`config.mk`:
```
export PLATFORM = sky130hd
export DESIGN_NAME = ppi_top
export DESIGN_NICKNAME = d
export VERILOG_FILES = /design/src/logic/ppi_pkg.sv /design/src/logic/ppi_top.sv /design/src/logic/ppi_sync.sv /design/src/logic/ppi_pin_detect.sv
export SDC_FILE = /design/constraint.sdc
export NUM_CORES = 1
export LEC_CHECK = 0
export CAP_MARGIN = 40
export CORE_ASPECT_RATIO = 0.6
export CORE_MARGIN = 2
export CORE_UTILIZATION = 50
export DETAILED_ROUTE_END_ITERATION = 8
export DONT_BUFFER_PORTS = 1
export GPL_TIMING_DRIVEN = 1
export PLACE_DENSITY_LB_ADDON = 0.08
export SLEW_MARGIN = 25
export SYNTH_ARGS = -nofsm -noshare
export SYNTH_HDL_FRONTEND = slang
export SYNTH_SLANG_ARGS = --single-unit
```
`constraint.sdc`:
```
create_clock -name clk -period 2.06 [get_ports clk]
set_input_delay 0 -clock clk [delete_from_list [all_inputs] [get_ports clk]]
set_output_delay 0 -clock clk [all_outputs]
set_load 0.05 [all_outputs]
```
`src/logic/ppi_pkg.sv`:
```
package ppi_pkg;

   // -----------------------------------------------------------------
   // sizes
   // -----------------------------------------------------------------
   localparam int NPORT = 2;
   localparam int NPIN  = 4;
   localparam int DW    = 8;
   localparam int AW    = 8;

   // -----------------------------------------------------------------
   // register offsets (port a, port b)
   // -----------------------------------------------------------------
   localparam logic [AW-1:0] SC_OFF  [NPORT] = '{8'h00, 8'h04};
   localparam logic [AW-1:0] EN_OFF  [NPORT] = '{8'h01, 8'h05};
   localparam logic [AW-1:0] POL_OFF [NPORT] = '{8'h02, 8'h06};

   // -----------------------------------------------------------------
   // status/control field positions
   // -----------------------------------------------------------------
   localparam int SC_MODE_BIT = 0;
   localparam int SC_IE_BIT   = 1;
   localparam int SC_ACK_BIT  = 2;
   localparam int SC_FLAG_BIT = 3;

   // -----------------------------------------------------------------
   // reset values
   // -----------------------------------------------------------------
   localparam logic [NPIN-1:0] EN_RST   = 4'h0;
   localparam logic [NPIN-1:0] POL_RST  = 4'h0;
   localparam logic            MODE_RST = 1'h0;
   localparam logic            IE_RST   = 1'h0;
   localparam logic [DW-1:0]   RD_NONE  = 8'h00;

   // -----------------------------------------------------------------
   // types
   // -----------------------------------------------------------------
   typedef logic [NPIN-1:0] ppi_pins_t;

   typedef struct packed {
      logic      ie;
      logic      mode;
      ppi_pins_t pol;
      ppi_pins_t en;
   } ppi_cfg_s;

endpackage

```
`src/logic/ppi_top.sv`:
```
// Design decisions made here: strobed register access and the address map.
`timescale 1ns/100ps
// Notes on behaviour
// (RL1) low four pins interrupt and wake
// (RL2) per-pin enable bit, independent writes
// (RL3) per-port mode: edge or edge-level
// (RL4) per-pin polarity: falling/low or rising/high
// (RL5) synchronous detect, deasserted seen first
// (RL6) falling: high then low sample
// (RL7) rising: low then high sample
// (RL8) edge mode: valid edge sets flag
// (RL9) flag and enable raise request
// (RL10) ack clears flag in edge mode
// (RL11) level mode: edge or level sets
// (RL12) level mode ack needs all deasserted
// (RL13) asserted pin keeps flag on ack
// (RL14) disabled pins never set or block
module ppi_top
   import ppi_pkg::*;
(
   input  wire logic            clk,
   input  wire logic            rstn,
   input  wire ppi_pins_t       pin_a,
   input  wire ppi_pins_t       pin_b,
   input  wire logic [AW-1:0]   addr,
   input  wire logic [DW-1:0]   wdata,
   input  wire logic            wr_en,
   input  wire logic            rd_en,
   output logic      [DW-1:0]   rdata,
   output logic      [NPORT-1:0] irq_req,
   output logic                 wake_req
);

   // -----------------------------------------------------------------
   // pin synchronisers
   // -----------------------------------------------------------------
   logic [NPORT*NPIN-1:0] sync_q;
   ppi_pins_t             pins     [NPORT];

   ppi_sync ppi_sync_i (
      .clk  (clk),
      .rstn (rstn),
      .d    ({pin_b, pin_a}),
      .q    (sync_q)
   );

   // -----------------------------------------------------------------
   // per port state
   // -----------------------------------------------------------------
   ppi_cfg_s          cfg_r    [NPORT];
   ppi_cfg_s          cfg_nxt  [NPORT];
   ppi_pins_t         edge_vec [NPORT];
   ppi_pins_t         lvl_vec  [NPORT];
   logic [NPORT-1:0]  edge_any;
   logic [NPORT-1:0]  lvl_any;
   logic [NPORT-1:0]  evt;
   logic [NPORT-1:0]  ack;
   logic [NPORT-1:0]  clr_ok;
   logic [NPORT-1:0]  flag_r;
   logic [NPORT-1:0]  flag_nxt;
   logic [NPORT-1:0]  irq_nxt;
   logic              wake_nxt;
   logic [DW-1:0]     rdata_nxt;

   for (genvar p = 0; p < NPORT; p++) begin : g_port
      assign pins[p] = sync_q[p*NPIN +: NPIN];

      ppi_pin_detect ppi_pin_detect_i (
         .clk      (clk),
         .rstn     (rstn),
         .pins     (pins[p]),
         .cfg      (cfg_r[p]),
         .edge_hit (edge_vec[p]),
         .lvl_hit  (lvl_vec[p])
      );

      assign edge_any[p] = |edge_vec[p];
      assign lvl_any[p]  = |lvl_vec[p];
      // level mode also counts a held asserted level
      assign evt[p]      = edge_any[p] | (cfg_r[p].mode & lvl_any[p]);   // RL8 RL11
      assign ack[p]      = wr_en & (addr == SC_OFF[p]) & wdata[SC_ACK_BIT];
      // edge mode clears unconditionally
      assign clr_ok[p]   = ~cfg_r[p].mode | ~lvl_any[p];                 // RL10 RL12 RL13
   end

   // -----------------------------------------------------------------
   // configuration registers
   // -----------------------------------------------------------------
   always_comb begin
      for (int p = 0; p < NPORT; p++) begin
         cfg_nxt[p] = cfg_r[p];
         if (wr_en && addr == SC_OFF[p]) begin
            cfg_nxt[p].mode = wdata[SC_MODE_BIT];                        // RL3
            cfg_nxt[p].ie   = wdata[SC_IE_BIT];
         end
         if (wr_en && addr == EN_OFF[p]) begin
            cfg_nxt[p].en = wdata[NPIN-1:0];                             // RL2
         end
         if (wr_en && addr == POL_OFF[p]) begin
            cfg_nxt[p].pol = wdata[NPIN-1:0];                            // RL4
         end
      end
   end

   always_ff @(posedge clk) begin
      if (!rstn) begin
         for (int p = 0; p < NPORT; p++) begin
            cfg_r[p] <= '{ie: IE_RST, mode: MODE_RST, pol: POL_RST, en: EN_RST};
         end
      end else begin
         for (int p = 0; p < NPORT; p++) begin
            cfg_r[p] <= cfg_nxt[p];
         end
      end
   end

   // -----------------------------------------------------------------
   // port flags
   // -----------------------------------------------------------------
   // a new event wins over an acknowledge in the same cycle
   always_comb begin
      for (int p = 0; p < NPORT; p++) begin
         flag_nxt[p] = evt[p] | (flag_r[p] & ~(ack[p] & clr_ok[p]));     // RL8 RL10 RL11 RL12 RL13
      end
   end

   always_ff @(posedge clk) begin
      if (!rstn) begin
         flag_r <= '0;
      end else begin
         flag_r <= flag_nxt;
      end
   end

   // -----------------------------------------------------------------
   // request and wake outputs
   // -----------------------------------------------------------------
   always_comb begin
      for (int p = 0; p < NPORT; p++) begin
         irq_nxt[p] = flag_r[p] & cfg_r[p].ie;                           // RL9
      end
      // wake from wait or stop3 follows any pending enabled request
      wake_nxt = |irq_nxt;                                               // RL1
   end

   always_ff @(posedge clk) begin
      if (!rstn) begin
         irq_req  <= '0;
         wake_req <= 1'h0;
      end else begin
         irq_req  <= irq_nxt;
         wake_req <= wake_nxt;
      end
   end

   // -----------------------------------------------------------------
   // read path
   // -----------------------------------------------------------------
   // acknowledge reads back as zero; unmapped reads as zero
   always_comb begin
      rdata_nxt = RD_NONE;
      if (rd_en) begin
         for (int p = 0; p < NPORT; p++) begin
            if (addr == SC_OFF[p]) begin
               rdata_nxt[SC_FLAG_BIT] = flag_r[p];
               rdata_nxt[SC_IE_BIT]   = cfg_r[p].ie;
               rdata_nxt[SC_MODE_BIT] = cfg_r[p].mode;
            end
            if (addr == EN_OFF[p]) begin
               rdata_nxt[NPIN-1:0] = cfg_r[p].en;
            end
            if (addr == POL_OFF[p]) begin
               rdata_nxt[NPIN-1:0] = cfg_r[p].pol;
            end
         end
      end
   end

   always_ff @(posedge clk) begin
      if (!rstn) begin
         rdata <= RD_NONE;
      end else begin
         rdata <= rdata_nxt;
      end
   end

   for (genvar p = 0; p < NPORT; p++) begin : g_chk

      // -----------------------------------------------------------------
      // per pin sense and edge checks
      // -----------------------------------------------------------------
      for (genvar i = 0; i < NPIN; i++) begin : g_pin_chk

      end

   end
endmodule

```
`src/logic/ppi_sync.sv`:
```
`timescale 1ns/100ps
module ppi_sync
   import ppi_pkg::*;
(
   input  wire logic                  clk,
   input  wire logic                  rstn,
   input  wire logic [NPORT*NPIN-1:0] d,
   output logic      [NPORT*NPIN-1:0] q
);
   logic [NPORT*NPIN-1:0] s1_r;

   // two flops; s1_r feeds only the second flop
   always_ff @(posedge clk) begin
      if (!rstn) begin
         s1_r <= '0;
         q    <= '0;
      end else begin
         s1_r <= d;
         q    <= s1_r;
      end
   end
endmodule

```
`src/logic/ppi_pin_detect.sv`:
```
`timescale 1ns/100ps
module ppi_pin_detect
   import ppi_pkg::*;
(
   input  wire logic      clk,
   input  wire logic      rstn,
   input  wire ppi_pins_t pins,
   input  wire ppi_cfg_s  cfg,
   output ppi_pins_t      edge_hit,
   output ppi_pins_t      lvl_hit
);
   ppi_pins_t act;
   ppi_pins_t armed_r;
   ppi_pins_t armed_nxt;

   // -----------------------------------------------------------------
   // per pin sense
   // -----------------------------------------------------------------
   for (genvar i = 0; i < NPIN; i++) begin : g_pin
      assign act[i]    = ~(pins[i] ^ cfg.pol[i]);           // RL4
      assign lvl_hit[i]  = cfg.en[i] & act[i];              // RL14
      assign edge_hit[i] = armed_r[i] & cfg.en[i] & act[i]; // RL6 RL7
   end

   // armed: enabled pin seen deasserted in the previous clock cycle
   always_comb begin
      armed_nxt = cfg.en & ~act;                            // RL5
   end

   always_ff @(posedge clk) begin
      if (!rstn) begin
         armed_r <= '0;
      end else begin
         armed_r <= armed_nxt;
      end
   end
endmodule

```
== Word-level counts from Yosys, hierarchy flattened ==
Memories as Yosys holds them, arrays and structs flattened.
Cells that the tools add are included.

* Bits in writable memories: 20
* Input bits: 28
* Memories: 1
* Logic and storage cells: 116
* Register bits after elaboration: 37

* Multiplexer cells: 18
* Equal/unequal tests: 5
* Bitwise operators: 70
* Reductions and logical operators: 13

{| class="wikitable"
|+ Memory list
! memory !! words !! bits a word !! rd ports !! clocked after Yosys merged registers in !! write ports !! RTL line !! source
|-
| cfg_r || 2 || 10 || 2 || 0 || 2 || ppi_top.sv:50 || <nowiki>ppi_cfg_s cfg_r [NPORT];</nowiki>
|}

{| class="wikitable"
|+ Operators with widths
! cell !! number
|-
| $and 1x1->1 || 36
|-
| $mux 4 || 8
|-
| $eq 8x3->1 const B || 3
|-
| $mux 10 || 2
|-
| $reduce_or 4->1 || 4
|-
| $not 1->1 || 14
|-
| $and 4x4->4 || 2
|-
| $eq 8x1->1 const B || 1
|-
| $eq 8x2->1 const B || 1
|-
| $logic_not 8->1 || 1
|-
| $mux 2 || 4
|-
| $not 4->4 || 2
|-
| $or 1x1->1 || 8
|-
| $xor 1x1->1 || 8
|-
| $logic_and 1x1->1 || 6
|-
| $mux 1 || 4
|-
| $reduce_and 2->1 || 1
|-
| $reduce_or 2->1 || 1
|}

== Longest topological paths before layout ==
An unclocked memory read counts as a cell.

* Depth after elaboration: 11
* Gate-level depth with buffers: 5
* Gate-level depth less buffers: 4

== Cells and area by module ==
From an unflattened synthesis, not the netlist that was laid out.

* Cell total of the unflattened synthesis: 226
* Area total of the unflattened synthesis: 2114.5 um^2

{| class="wikitable"
|+ Modules (own cells, without submodules)
! module !! times used !! cells an instance !! area an instance (um^2)
|-
| ppi_top || 1 || 145 || 1267.5
|-
| ppi_sync || 1 || 33 || 446.7
|-
| ppi_pin_detect || 2 || 24 || 200.2
|}

== Worst setup path before layout ==
OpenSTA, ideal clock, no wires.

* Path type: in2reg
* From: input port addr[7]
* To: memory cfg_r[0][14] (netlist bit)
* Arrival time: 1.342 ns
* Library setup time: 0.128 ns
* Stages on the path: 5
* Setup slack: 0.591 ns
* Data required time: 1.932 ns
* Path buffers: 1
* Path through: or4_1 buf_6 nor4_4 mux2i_1 nor2_1

{| class="wikitable"
|+ RTL lines
! element !! RTL line !! source
|-
| start, declared || ppi_top.sv:25 || <nowiki>input wire logic [AW-1:0] addr,</nowiki>
|-
| end, declared || ppi_top.sv:50 ||
|}

==> key figures <==
Synthesis
  – Instance count of the mapped netlist: 226
  – #FFs+latches synth: 53
  – EDFF count, synth: 0
  – Syn Area/Cell: around 9.7 um^2
  – Post-synth top area cell: dfxtp_1
  – Async S/R FF share, synth: 0%
  – Seq/Total Area, Yosys: between 40% and 50%
  – Synth warn: 0
  – Synthesized area: 2200 um^2
  – Top cell type's share of synthesized area: roughly half
  – Top cells by area, synth: dfxtp_1 48%, mux2i_1 10%, nor2_1 5.1%
  – Yosys cell types: 37
  – Synth Flop Type: dfxtp_1

Power and ir drop
  – Power per cell area: roughly 750 nW/um^2
  – P_leak: 0.934 nW
  – Max VDD drop: around 0.33 mV
  – Total power: around 1.9 mW

Worst setup path
  – Critical path capture point type: register
  – CP most frequent cell: dlygate4sd3_1
  – Critical path required time: approximately 2.3 ns
  – Max incr delay on CP: between 0.7 and 0.8 ns
  – WP data arrival: ~2.2 ns
  – Slowest CP cell: dlygate4sd3_1
  – Crit-path leading delay family: buffers and inverters
  – Crit Path Category: in2reg
  – CP Cell Sequence: dlygate4sd3_1 -> nor4_2 -> mux2i_1 -> dlygate4sd3_1 -> nor2_1
  – Critical path buffer and inverter count: 2
  – Critical Path Source Type: input port
  – CP Max Fanout: 8

GRT
  – First-pass GRT wire length: approximately 8200 um
  – Number of global-route vias before repair: approximately 1700
  – Largest net degree at the start of global routing: 29
  – Antenna violations before repair: 0
  – Grt ovf: 0
  – Overall Global Routing Usage: between 20% and 30%

Detailed routing
  – Post-DR vias/cell: around 5.5
  – First-pass DRT Iterations: 4
  – DRC Markers: 0
  – Routed via count: approximately 1700
  – WL final: ~5000 um
  – Per-cell routed wire length: approximately 16 um
  – Initial drt markers: approximately 180
  – Post-DRT Antenna Nets: 0

Finish
  – Antenna diodes: 0
  – Sequential cell area: about 1100 um^2
  – Most common cell after layout, fill and taps aside: dfxtp_1
  – Nets: between 200 and 300
  – Area Overhead vs Synth: 16.3%
  – Most frequent cells in the layout: 53 x dfxtp_1, 30 x nor2_1, 22 x mux2i_1
  – Share of cells above drive strength 1: 8.54%
  – Fillers: between 300 and 400
  – Multi-input gate area: 1030 um^2

Clocking
  – Clock Latency Late Sink: ~0.31 ns
  – CTS Buf Count: 5
  – Clk buf depth: 2
  – CTS tree: yes
  – CTS H-tree lvls: 2
  – Post-CTS setup buffers: 0
  – Clk root buf: clkbuf_8
  – CTS Sinks: 53
  – Clock-pin slew on the worst setup and hold paths: about 0.090 ns
  – Post-CTS sizing: 0

STA
  – Fin crit share: approximately 98%
  – Hold slack final: approximately 0.013 ns
  – Period minus WS final: 2.02 ns
  – Worst slew pin tran: 0.678 ns
  – Clock Skew: between 0.006 and 0.007 ns
  – # setup viols final: 0
  – F_max: roughly 0.50 GHz
  – Worst relative slew slack: 54.6%
  – Final Hold Fails: 0
  – Sum of negative setup slack: 0 ns
  – Slew Viols, Final: 0
  – Unrepaired setup endpoints after global routing: no

Die
  – Die X: roughly 90 um
  – Core footprint: 4170 um^2
  – # rows: 18
  – Die ar.: between 4000 and 5000 um^2
  – Initial core utilization: a little over half
  – Die height: between 50 and 60 um
  – I/O Pins: 39

Placement
  – Buffers added on ports: 0
  – GPL Wtd Cong: around 0.91
  – Detail Placement HPWL: roughly 3400 um

Run
  – Max_cap viols: 0

Hold path
  – Hold Path Class: in2reg

Run status
  – Run status: complete, no violations
final timing paths:
path	from	to	slack, ns	cells after the start
setup / recovery	addr[3]	cfg_r[0][18]$_SDFFE_PN0N_	0.04	5
hold / removal	wdata[2]	flag_r[0]$_SDFF_PN0_	0.01	3
setup reg to reg	cfg_r[0][8]$_SDFFE_PN0N_	rdata[0]$_SDFF_PN0_	0.40	5
hold reg to reg	ppi_sync_i.s1_r[4]$_SDFF_PN0_	ppi_sync_i.q[4]$_SDFF_PN0_	0.44	1
cell usage after synthesis, types with 2 or more instances:
| master | n |
|---|---|
| nand2_1 | 12 |
| a41oi_1 | 2 |
| nand3_1 | 5 |
| mux2i_1 | 22 |
| and3_1 | 5 |
| a22oi_1 | 2 |
| o211ai_1 | 3 |
| nand2b_1 | 4 |
| nor4_2 | 2 |
| o31ai_1 | 2 |
| dfxtp_1 | 53 |
| a21oi_1 | 4 |
| nor2_1 | 30 |
| clkbuf_1 | 8 |
| buf_4 | 5 |
| o2111ai_1 | 2 |
| and2_1 | 16 |
| xor2_1 | 4 |
| nor4_4 | 5 |
| inv_1 | 12 |
| xnor2_1 | 4 |
| o22ai_1 | 2 |
| a21o_1 | 2 |
| or2_2 | 2 |
| o21ai_0 | 6 |
state kept, by name, summed over array words and instances (netlist names):
signal / flops
cfg_r: 20
g_port.ppi_pin_detect_i.armed_r: 8
ppi_sync_i.q: 8
ppi_sync_i.s1_r: 8
rdata: 4
flag_r: 2
irq_req: 2
wake_req: 1
routing by layer:
metal | routed length, um | track usage, % | share of wire, %
met4 | 89 | 9.59 | 1.8
met3 | 530 | 7.03 | 11
met1 | 2270 | 31.7 | 46
met5 | 0 | 0 | 0
met2 | 2090 | 29.9 | 42
power by group:
group / switching (mW) / internal, mW
registers: 0.00555 / 1.04
clock network: 0.336 / 0.395
logic: 0.0827 / 0.0503
final cells by class:
cell class              instances  area share, %
inverters                      12           1.76
clock buffers                   6           3.23
well taps                      60           2.93
flip-flops and latches         53           41.4
repair buffers                 23           8.99
clock inverters                 2           1.47
multi-input cells             150           40.2
stage by stage:
| step | util (%) | worst slack, ns | cells | cell area [um^2] |
|---|---|---|---|---|
| global route | 61.4 | 0.0186 | 306 | 2560 |
| global placement | 53.4 | 0.442 | 277 | 2220 |
| detailed placement | 53.4 | 0.406 | 277 | 2220 |
| finish | 61.4 | 0.0409 | 306 | 2560 |
| floorplan | - | 0.591 | 229 | 2210 |
| CTS | 61.1 | 0.117 | 305 | 2540 |
worst min-delay path: stages:
cell and delay, ns:
inv_1 0.02, a21oi_1 0.11, a41oi_1 0.12
logic make-up after synthesis:
family,Yosys count,share of synthesized area (%)
and+or+nand+nor,85,23.1
DFF,53,48.2
AOI/OAI and AO/OA,31,9.77
buffers and inverters,26,5.63
muxes,22,10.0
xor gates and xnor gates,8,3.18
other,1,0.170
repair_timing:
item / in CTS / in global routing
hold buffers: 20 / 0
hold endpoints to repair: 51 / 0
endpoints found under the setup margin: 0 / 0
(Power assumes the default switching activity.)
